`src/rtl/amlc_regs.vh`:
```
// Register map, fields, reset values and step timing for the amplifier mode and level control bank
// Function
// - Two-bit edge rate field: 00 normal after reset, higher codes give slower edges.
// - Overcurrent and overtemperature restart enables, bits 3 and 2, reset to one.
// - Right-to-both mix bit 1 sends right input to both outputs unless bit 0 is also set; resets clear.
// - Left-to-both mix bit 0 sends left input to both outputs; resets clear.
// - Release step time doubles per code from 4 ms to 512 ms; default 101.
// - Attack step time doubles per code from 32 us to 4 ms; default 011.
// - Bit 7 of config register enables level control; resets to zero.
// - Curve field bits 6:5 picks limiter or three compression modes; default 10.
// - Bit 4 picks threshold reference: 0 supply tracking (default), 1 fixed power.
// - Threshold code bits 3:0 select level threshold; resets to 1011.
// - While level control is enabled, host writes to channel gain bits are ignored.
// - Threshold code maps to supply percent or absolute voltage; 1011 is 85 or 3.89.
`ifndef AMLC_REGS_VH
`define AMLC_REGS_VH
`define AMLC_ADDR_MODE 8'h02
`define AMLC_ADDR_TIMING 8'h03
`define AMLC_ADDR_CONFIG 8'h04
`define AMLC_RST_MODE 8'h0c
`define AMLC_RST_TIMING 8'h2b
`define AMLC_RST_CONFIG 8'h4b
`define AMLC_MODE_EDGE_HI 5
`define AMLC_MODE_EDGE_LO 4
`define AMLC_MODE_OC_BIT 3
`define AMLC_MODE_OT_BIT 2
`define AMLC_MODE_R2B_BIT 1
`define AMLC_MODE_L2B_BIT 0
`define AMLC_USED_MASK 8'h3f
`define AMLC_TIM_REL_HI 5
`define AMLC_TIM_REL_LO 3
`define AMLC_TIM_ATK_HI 2
`define AMLC_TIM_ATK_LO 0
`define AMLC_CFG_EN_BIT 7
`define AMLC_CFG_CURVE_HI 6
`define AMLC_CFG_CURVE_LO 5
`define AMLC_CFG_REF_BIT 4
`define AMLC_CFG_THR_HI 3
`define AMLC_CFG_THR_LO 0
`define AMLC_CLK_MHZ 20
`define AMLC_RELEASE_BASE_US 4000
`define AMLC_ATTACK_BASE_US 32
`define AMLC_RELEASE_BASE_CYC (`AMLC_RELEASE_BASE_US * `AMLC_CLK_MHZ)
`define AMLC_ATTACK_BASE_CYC (`AMLC_ATTACK_BASE_US * `AMLC_CLK_MHZ)
`endif

```
`src/rtl/amlc_bank.v`:
```
// Mode and level control register bank with step timers and threshold decode
`timescale 1ns/1ps
`include "amlc_regs.vh"
module amlc_bank #(
    parameter CNT_W = 24,
    parameter RELEASE_BASE_CYC = `AMLC_RELEASE_BASE_CYC,
    parameter ATTACK_BASE_CYC = `AMLC_ATTACK_BASE_CYC
) (
    input wire ref_clk,
    input wire rst,
    input wire regWrite,
    input wire [7:0] regAddr,
    input wire [7:0] regWriteData,
    output reg [7:0] regReadData_reg,
    output reg [1:0] edgeRateCode_reg,
    output reg overcurrentAutoRestart_reg,
    output reg overtempAutoRestart_reg,
    output reg rightToBothMix_reg,
    output reg leftToBothMix_reg,
    output reg leftOutFromRight_reg,
    output reg rightOutFromLeft_reg,
    output reg [2:0] releaseRateCode_reg,
    output reg [2:0] attackRateCode_reg,
    output reg levelControlEnable_reg,
    output reg gainWriteLock_reg,
    output reg [1:0] dynamicsCurve_reg,
    output reg thresholdReferenceSelect_reg,
    output reg [3:0] limitThresholdCode_reg,
    output reg [8:0] thresholdLevel_reg,
    output wire releaseStepTick,
    output wire attackStepTick
);
    reg [7:0] mode_reg;
    reg [7:0] timing_reg;
    reg [7:0] config_reg;
    reg [7:0] mode_next;
    reg [7:0] timing_next;
    reg [7:0] config_next;
    reg [7:0] readData_next;
    reg [8:0] thresholdLevel_next;
    wire writeMode;
    wire writeTiming;
    wire writeConfig;
    // Field resets cut from the stored images so the two cannot drift apart
    localparam [7:0] RST_MODE = `AMLC_RST_MODE;
    localparam [7:0] RST_TIMING = `AMLC_RST_TIMING;
    localparam [7:0] RST_CONFIG = `AMLC_RST_CONFIG;

    // Supply tracking: percent of supply
    function [8:0] pctOf;
        input [3:0] code;
        begin
            case (code)
                4'h0: pctOf = 9'h040;
                4'h1: pctOf = 9'h042;
                4'h2: pctOf = 9'h043;
                4'h3: pctOf = 9'h045;
                4'h4: pctOf = 9'h046;
                4'h5: pctOf = 9'h048;
                4'h6: pctOf = 9'h04a;
                4'h7: pctOf = 9'h04c;
                4'h8: pctOf = 9'h04e;
                4'h9: pctOf = 9'h050;
                4'ha: pctOf = 9'h053;
                4'hb: pctOf = 9'h055;
                4'hc: pctOf = 9'h058;
                4'hd: pctOf = 9'h05a;
                4'he: pctOf = 9'h05d;
                default: pctOf = 9'h060;
            endcase
        end
    endfunction

    // Fixed power: limit in units of 10 mV
    function [8:0] voltOf;
        input [3:0] code;
        begin
            case (code)
                4'h0: voltOf = 9'h103;
                4'h1: voltOf = 9'h10f;
                4'h2: voltOf = 9'h11b;
                4'h3: voltOf = 9'h127;
                4'h4: voltOf = 9'h132;
                4'h5: voltOf = 9'h13e;
                4'h6: voltOf = 9'h14a;
                4'h7: voltOf = 9'h156;
                4'h8: voltOf = 9'h162;
                4'h9: voltOf = 9'h16d;
                4'ha: voltOf = 9'h179;
                4'hb: voltOf = 9'h185;
                4'hc: voltOf = 9'h191;
                4'hd: voltOf = 9'h19d;
                4'he: voltOf = 9'h1a9;
                default: voltOf = 9'h1b4;
            endcase
        end
    endfunction

    function isAddr;
        input [7:0] addr;
        input [7:0] target;
        begin
            isAddr = (addr == target);
        end
    endfunction

    // One write decode per register
    assign writeMode = regWrite && isAddr(regAddr, `AMLC_ADDR_MODE);
    assign writeTiming = regWrite && isAddr(regAddr, `AMLC_ADDR_TIMING);
    assign writeConfig = regWrite && isAddr(regAddr, `AMLC_ADDR_CONFIG);

    always @* begin
        mode_next = mode_reg;
        timing_next = timing_reg;
        config_next = config_reg;
        if (writeMode) begin
            mode_next = regWriteData & `AMLC_USED_MASK;
        end
        if (writeTiming) begin
            timing_next = regWriteData & `AMLC_USED_MASK;
        end
        if (writeConfig) begin
            config_next = regWriteData;
        end
    end

    // Follows pending config so it lines up with the code outputs
    always @* begin
        if (config_next[`AMLC_CFG_REF_BIT]) begin
            thresholdLevel_next = voltOf(config_next[`AMLC_CFG_THR_HI:`AMLC_CFG_THR_LO]);
        end else begin
            thresholdLevel_next = pctOf(config_next[`AMLC_CFG_THR_HI:`AMLC_CFG_THR_LO]);
        end
    end

    always @* begin
        readData_next = 8'h00;
        if (isAddr(regAddr, `AMLC_ADDR_MODE)) begin
            readData_next = mode_reg;
        end else if (isAddr(regAddr, `AMLC_ADDR_TIMING)) begin
            readData_next = timing_reg;
        end else if (isAddr(regAddr, `AMLC_ADDR_CONFIG)) begin
            readData_next = config_reg;
        end
    end

    always @(posedge ref_clk) begin
        if (rst) begin
            mode_reg <= `AMLC_RST_MODE;
            timing_reg <= `AMLC_RST_TIMING;
            config_reg <= `AMLC_RST_CONFIG;
            regReadData_reg <= 8'h00;
        end else begin
            mode_reg <= mode_next;
            timing_reg <= timing_next;
            config_reg <= config_next;
            regReadData_reg <= readData_next;
        end
    end

    // Outputs mirror next state so they line up with the stored fields
    always @(posedge ref_clk) begin
        if (rst) begin
            edgeRateCode_reg <= RST_MODE[`AMLC_MODE_EDGE_HI:`AMLC_MODE_EDGE_LO];
            overcurrentAutoRestart_reg <= RST_MODE[`AMLC_MODE_OC_BIT];
            overtempAutoRestart_reg <= RST_MODE[`AMLC_MODE_OT_BIT];
            rightToBothMix_reg <= RST_MODE[`AMLC_MODE_R2B_BIT];
            leftToBothMix_reg <= RST_MODE[`AMLC_MODE_L2B_BIT];
            leftOutFromRight_reg <= 1'b0;
            rightOutFromLeft_reg <= 1'b0;
            releaseRateCode_reg <= RST_TIMING[`AMLC_TIM_REL_HI:`AMLC_TIM_REL_LO];
            attackRateCode_reg <= RST_TIMING[`AMLC_TIM_ATK_HI:`AMLC_TIM_ATK_LO];
            levelControlEnable_reg <= RST_CONFIG[`AMLC_CFG_EN_BIT];
            gainWriteLock_reg <= RST_CONFIG[`AMLC_CFG_EN_BIT];
            dynamicsCurve_reg <= RST_CONFIG[`AMLC_CFG_CURVE_HI:`AMLC_CFG_CURVE_LO];
            thresholdReferenceSelect_reg <= RST_CONFIG[`AMLC_CFG_REF_BIT];
            limitThresholdCode_reg <= RST_CONFIG[`AMLC_CFG_THR_HI:`AMLC_CFG_THR_LO];
            thresholdLevel_reg <= pctOf(RST_CONFIG[`AMLC_CFG_THR_HI:`AMLC_CFG_THR_LO]);
        end else begin
            edgeRateCode_reg <= mode_next[`AMLC_MODE_EDGE_HI:`AMLC_MODE_EDGE_LO];
            overcurrentAutoRestart_reg <= mode_next[`AMLC_MODE_OC_BIT];
            overtempAutoRestart_reg <= mode_next[`AMLC_MODE_OT_BIT];
            rightToBothMix_reg <= mode_next[`AMLC_MODE_R2B_BIT];
            leftToBothMix_reg <= mode_next[`AMLC_MODE_L2B_BIT];
            // Both mix bits set: left input wins on both outputs
            leftOutFromRight_reg <= mode_next[`AMLC_MODE_R2B_BIT] & ~mode_next[`AMLC_MODE_L2B_BIT];
            rightOutFromLeft_reg <= mode_next[`AMLC_MODE_L2B_BIT];
            releaseRateCode_reg <= timing_next[`AMLC_TIM_REL_HI:`AMLC_TIM_REL_LO];
            attackRateCode_reg <= timing_next[`AMLC_TIM_ATK_HI:`AMLC_TIM_ATK_LO];
            levelControlEnable_reg <= config_next[`AMLC_CFG_EN_BIT];
            // Gain bank outside must drop host gain writes while this is high
            gainWriteLock_reg <= config_next[`AMLC_CFG_EN_BIT];
            dynamicsCurve_reg <= config_next[`AMLC_CFG_CURVE_HI:`AMLC_CFG_CURVE_LO];
            thresholdReferenceSelect_reg <= config_next[`AMLC_CFG_REF_BIT];
            limitThresholdCode_reg <= config_next[`AMLC_CFG_THR_HI:`AMLC_CFG_THR_LO];
            thresholdLevel_reg <= thresholdLevel_next;
        end
    end

    // Timers idle while level control is off to save toggling
    amlc_step_timer #(
        .CNT_W(CNT_W),
        .BASE_CYC(RELEASE_BASE_CYC)
    ) releaseTimer (
        .ref_clk(ref_clk),
        .rst(rst),
        .run(levelControlEnable_reg),
        .rateCode(releaseRateCode_reg),
        .stepTick_reg(releaseStepTick)
    );

    amlc_step_timer #(
        .CNT_W(CNT_W),
        .BASE_CYC(ATTACK_BASE_CYC)
    ) attackTimer (
        .ref_clk(ref_clk),
        .rst(rst),
        .run(levelControlEnable_reg),
        .rateCode(attackRateCode_reg),
        .stepTick_reg(attackStepTick)
    );
endmodule

```
`src/rtl/amlc_step_timer.v`:
```
// Step tick generator whose period is a base count doubled per rate code
`timescale 1ns/1ps
module amlc_step_timer #(
    parameter CNT_W = 24,
    parameter BASE_CYC = 640
) (
    input wire ref_clk,
    input wire rst,
    input wire run,
    input wire [2:0] rateCode,
    output reg stepTick_reg
);
    reg [CNT_W-1:0] count_reg;
    wire [CNT_W-1:0] baseCyc = BASE_CYC[CNT_W-1:0];
    wire [CNT_W-1:0] period = baseCyc << rateCode;
    // Compare with >= so a shortened period after a code change ends at once
    wire wrap = (count_reg >= period - {{(CNT_W-1){1'b0}}, 1'b1});

    always @(posedge ref_clk) begin
        if (rst || !run) begin
            count_reg <= {CNT_W{1'b0}};
            stepTick_reg <= 1'b0;
        end else if (wrap) begin
            count_reg <= {CNT_W{1'b0}};
            stepTick_reg <= 1'b1;
        end else begin
            count_reg <= count_reg + {{(CNT_W-1){1'b0}}, 1'b1};
            stepTick_reg <= 1'b0;
        end
    end
endmodule

```
`config.mk`:
```
export PLATFORM = sky130hd
export DESIGN_NAME = amlc_bank
export DESIGN_NICKNAME = d
export VERILOG_FILES = /design/src/rtl/amlc_bank.v /design/src/rtl/amlc_step_timer.v
export VERILOG_INCLUDE_DIRS = /design/src /design/src/rtl
export SDC_FILE = /design/constraint.sdc
export NUM_CORES = 1
export LEC_CHECK = 0
export ABC_AREA = 1
export BUFFER_PORTS_ARGS = -buffer_cell sky130_fd_sc_hd__buf_2
export CORE_AREA = 2 2 114 94
export CTS_BUF_LIST = sky130_fd_sc_hd__clkbuf_4 sky130_fd_sc_hd__clkbuf_8
export DETAILED_ROUTE_END_ITERATION = 7
export DIE_AREA = 0 0 116 96
export GPL_TIMING_DRIVEN = 0
export PLACE_DENSITY = 0.83
export RECOVER_POWER = 100
export SLEW_MARGIN = 20
export SYNTH_ARGS = -nofsm -noshare
export SYNTH_HDL_FRONTEND = slang
export SYNTH_HIERARCHICAL = 1
export SYNTH_SLANG_ARGS = --single-unit
```
`constraint.sdc`:
```
create_clock -name ref_clk -period 4.4 [get_ports ref_clk]
set_clock_uncertainty 0.05 [all_clocks]
set_input_delay 0.66 -clock ref_clk [delete_from_list [all_inputs] [get_ports ref_clk]]
set_output_delay 0.66 -clock ref_clk [all_outputs]
set_load 0.02 [all_outputs]
```
==> flow_summary_export.csv <==
group,metric,value,unit
finish,synthToLayoutAreaGrowth,10.12,%
critical_path,crit_family,"simple AND/OR/NAND/NOR gates",
cts,insertion_delay,380,ps
cts,cts_root_buffer,"clkbuf_8",
sta,slew_viol_final,0,
cts,cts_made_buffers,9,
cts,cts_max_path_buffers,2,
finish,nets,904,
placed_design,portBuffers,59,
cts,path_clk_slew,100,ps
global_routing,overflow,0,
global_routing,grt_pass1_wl,20000,um
synthesis,ys.warnings.count,6,
detailed_routing,ant_nets,0,
critical_path,critPathRequiredTime,4600,ps
run_status,status,"complete, no violations",
synthesis,synth_edf_count,0,
power,cellLeakagePower,2.785,nW
sta,hold_viol_final,0,
sta,fmax,0.2921,GHz
placed_design,place_inst,964,
sta,rsz0062_at_grt,"false",
power,vdd_drop_max,181.8,uV
critical_path,rr_worst_depth,17,
critical_path,worstPathArrival,3620,ps
power,p_seq_share,56.9,%
power,power_frac_clock,40.2,%
power,p_sw_share,25.29,%
global_routing,grt_pass1_vias,4304,
power,internal-power,0.001039,W
finish,final_common_cell,"nand2_1",
power,power_density,233.6,mW/mm^2
die,initial_core_util,54.09,%
synthesis,async_flop_share,0,%
synthesis,synth_ff_type,"dfxtp_1",
die,num_io_pins,61,
placed_design,dp_hpwl,9192,um
finish,fin_cells,980,
critical_path,worstReg2RegEnd,"releaseTimer/count_reg[21]",
finish,drive_gt1_share,9.762,%
cts,h-tree-depth,3,
cts,numClockSinks,87,
critical_path,reg2reg_from,"timing_reg[4]",
worst_hold_path,holdPathEnd,"attackTimer/count_reg[0]",
sta,finalCritPeriodShare,77.82,%
worst_hold_path,min_from,"attackTimer/count_reg[0]",
die,die_w,116,um
synthesis,synth.top_cell.area_share,32.22,%
global_routing,grt_max_degree,18,
critical_path,endpoint_kind,"register",
detailed_routing,wl_per_cell,12.09,um
worst_hold_path,min_path_cells,1,
global_routing,antenna_found_initial,0,
critical_path,critPathKind,"reg -> reg",
detailed_routing,drt-total-wl,11850,um
synthesis,synth.distinct_cells,41,
finish,num_antenna_cells,0,
synthesis,avgSynthCellArea,7.103,um^2
synthesis,synth-seq-cells,87,
placed_design,finalWeightedCongestion,0.9021,
synthesis,synth.area.top_cells,"dfxtp_1 32%, nand2_1 14%, ha_1 12%",
sta,worst_pin_slew,844.1,ps
detailed_routing,drc_errors,0,
power,share_comb_of_total_power,2.9,%
worst_hold_path,hold_class,"reg -> reg",
detailed_routing,vias,4828,
global_routing,grt_usage,22.66,%
synthesis,syn_area,0.005405,mm^2
finish,fillers,964,
detailed_routing,drtIter0Drc,322,
die,core_area,0.009992,mm^2
die,fp-row-count,33,
synthesis,postSynthCellCount,761,
synthesis,yosys.area.top_type,"dfxtp_1",
synthesis,ys_seq_area_share,32.22,%
sta,min_period,3424,ps
critical_path,crit_buf_inv,2,
cts,tritoncts,"yes",
cts,cts_resized,0,
cts,postCtsSetupRepairBufs,0,
sta,slew_headroom,43.52,%
sta,finalSetupViolCount,0,
finish,final_cell_mix,"199 x nand2_1, 104 x inv_1, 100 x nor2_1, 87 x dfxtp_1, 54 x nand3_1",
critical_path,worst-path-max-fanout,11,
flow_run,maxCapViolations,0,
critical_path,cp_slowest_cell,"dfxtp_1",
critical_path,cp_slowest_stage_delay,610,ps
critical_path,worst_path_most_repeated_cell,"nand2_1",
critical_path,cp_cell_sequence,"inv_1 -> ha_1 -> o21ai_0 -> nand2_1 -> nor2_1 -> nand2_1 -> nand2_1 -> nand2_1 -> ha_1 -> nand2_1 -> nor2_1 -> nand2_1 -> nor2_1 -> nand2_1 -> nand4_1 -> clkbuf_1 -> nor2_1",
critical_path,startpoint_type,"register",
die,die-area,0.01114,mm^2
critical_path,reg2reg_slack,980,ps
power,p_switching,0.0003517,W
detailed_routing,via_per_inst,4.927,
cts,cts_hold_buffers,0,
detailed_routing,dr.pass1.iters,5,
die,die_y,96,um
sta,fin_tns_setup,0,ps
[stage by stage]
step / hold WS, ps / utilization, % / setup WS (ps) / area (um^2) / total power, W
after global placement: 376.2 / 58.95 / 1381 / 5891 / 0.0008500
after CTS: 415.4 / 60.91 / 1300 / 6086 / 0.001409
final: 414.3 / 59.57 / 976.0 / 5952 / 0.001390
after global routing: 450.0 / 59.57 / 583.8 / 5952 / 0.001444
after detailed placement: 400.5 / 58.95 / 1365 / 5891 / 0.0008511
after floorplan: 367.6 / - / 1730 / 5420 / 0.0008343
[cell usage after synthesis (4+ instances only)]
cell type	n
nor2_2	9
clkbuf_1	4
nor3_1	8
ha_1	50
nand3_4	4
inv_1	104
o21ai_0	15
nand3_2	6
nor2_4	9
nand2_1	196
inv_2	7
nand3_1	52
nand2_2	9
dfxtp_1	87
o211ai_1	8
xor2_1	19
nor2_1	96
xnor2_1	14
buf_6	4
nand4_1	9
a21oi_1	19
[power by group through the flow]
stage          Clock (W)  Combinational, W  Sequential, W
2_1_floorplan          0         0.0000236       0.000811
3_3_place_gp           0         0.0000403       0.000810
3_5_place_dp           0         0.0000413       0.000810
4_1_cts         0.000576         0.0000415       0.000791
5_1_grt         0.000606         0.0000458       0.000792
6_report        0.000559         0.0000404       0.000791
[routing by layer]
| layer | up-vias | GRT usage [%] | wire length, um |
|---|---|---|---|
| met5 | - | 0 | 0 |
| met4 | 0 | 5.258 | 147 |
| met3 | 15 | 5.668 | 701 |
| met2 | 130 | 36.70 | 5297 |
| met1 | 2158 | 30.61 | 5702 |
| li1 | 2525 | - | - |
[cell type report]
cell class              instances  area (um^2)  share of cell area [%]
plain buffers                  13        77.57                   1.303
clock inverters                 6        57.56                  0.9670
inverters                     112        421.7                   7.084
flip-flops and latches         87         1742                   29.26
multi-input cells             553         3099                   52.07
repair buffers                 59        241.5                   4.057
clock buffers                  10        137.6                   2.312
well taps                     140        175.2                   2.943
[worst register-to-register path: stages (launching register included)]
cell	delay (ps)
dfxtp_1	610
inv_1	300
ha_1	280
o21ai_0	240
nand2_1	80
nor2_1	130
nand2_1	70
nand2_1	50
nand2_1	60
ha_1	280
nand2_1	40
nor2_1	100
nand2_1	100
nor2_1	120
nand2_1	70
nand4_1	250
clkbuf_1	400
nor2_1	70
[cells by family after synthesis]
logic type,Yosys count,synth area share (%)
buf+inv,125,9.514
fa+ha+maj,50,11.57
compound gates,56,6.181
xor+xnor,33,5.347
simple gates,408,35.02
flops,87,32.22
other cells,2,0.1389
[worst max-delay path by stage]
| stage | start | cells past startpoint | end |
|---|---|---|---|
| CTS | timing_reg[4] | 14 | releaseTimer/count_reg[17] |
| detailed placement | timing_reg[4] | 14 | releaseTimer/count_reg[17] |
| finish | timing_reg[4] | 17 | releaseTimer/count_reg[21] |
| floorplan | timing_reg[4] | 16 | releaseTimer/count_reg[11] |
| global placement | timing_reg[4] | 14 | releaseTimer/count_reg[12] |
| global route | timing_reg[4] | 17 | releaseTimer/count_reg[22] |
Power figures use the tool's default switching activity.
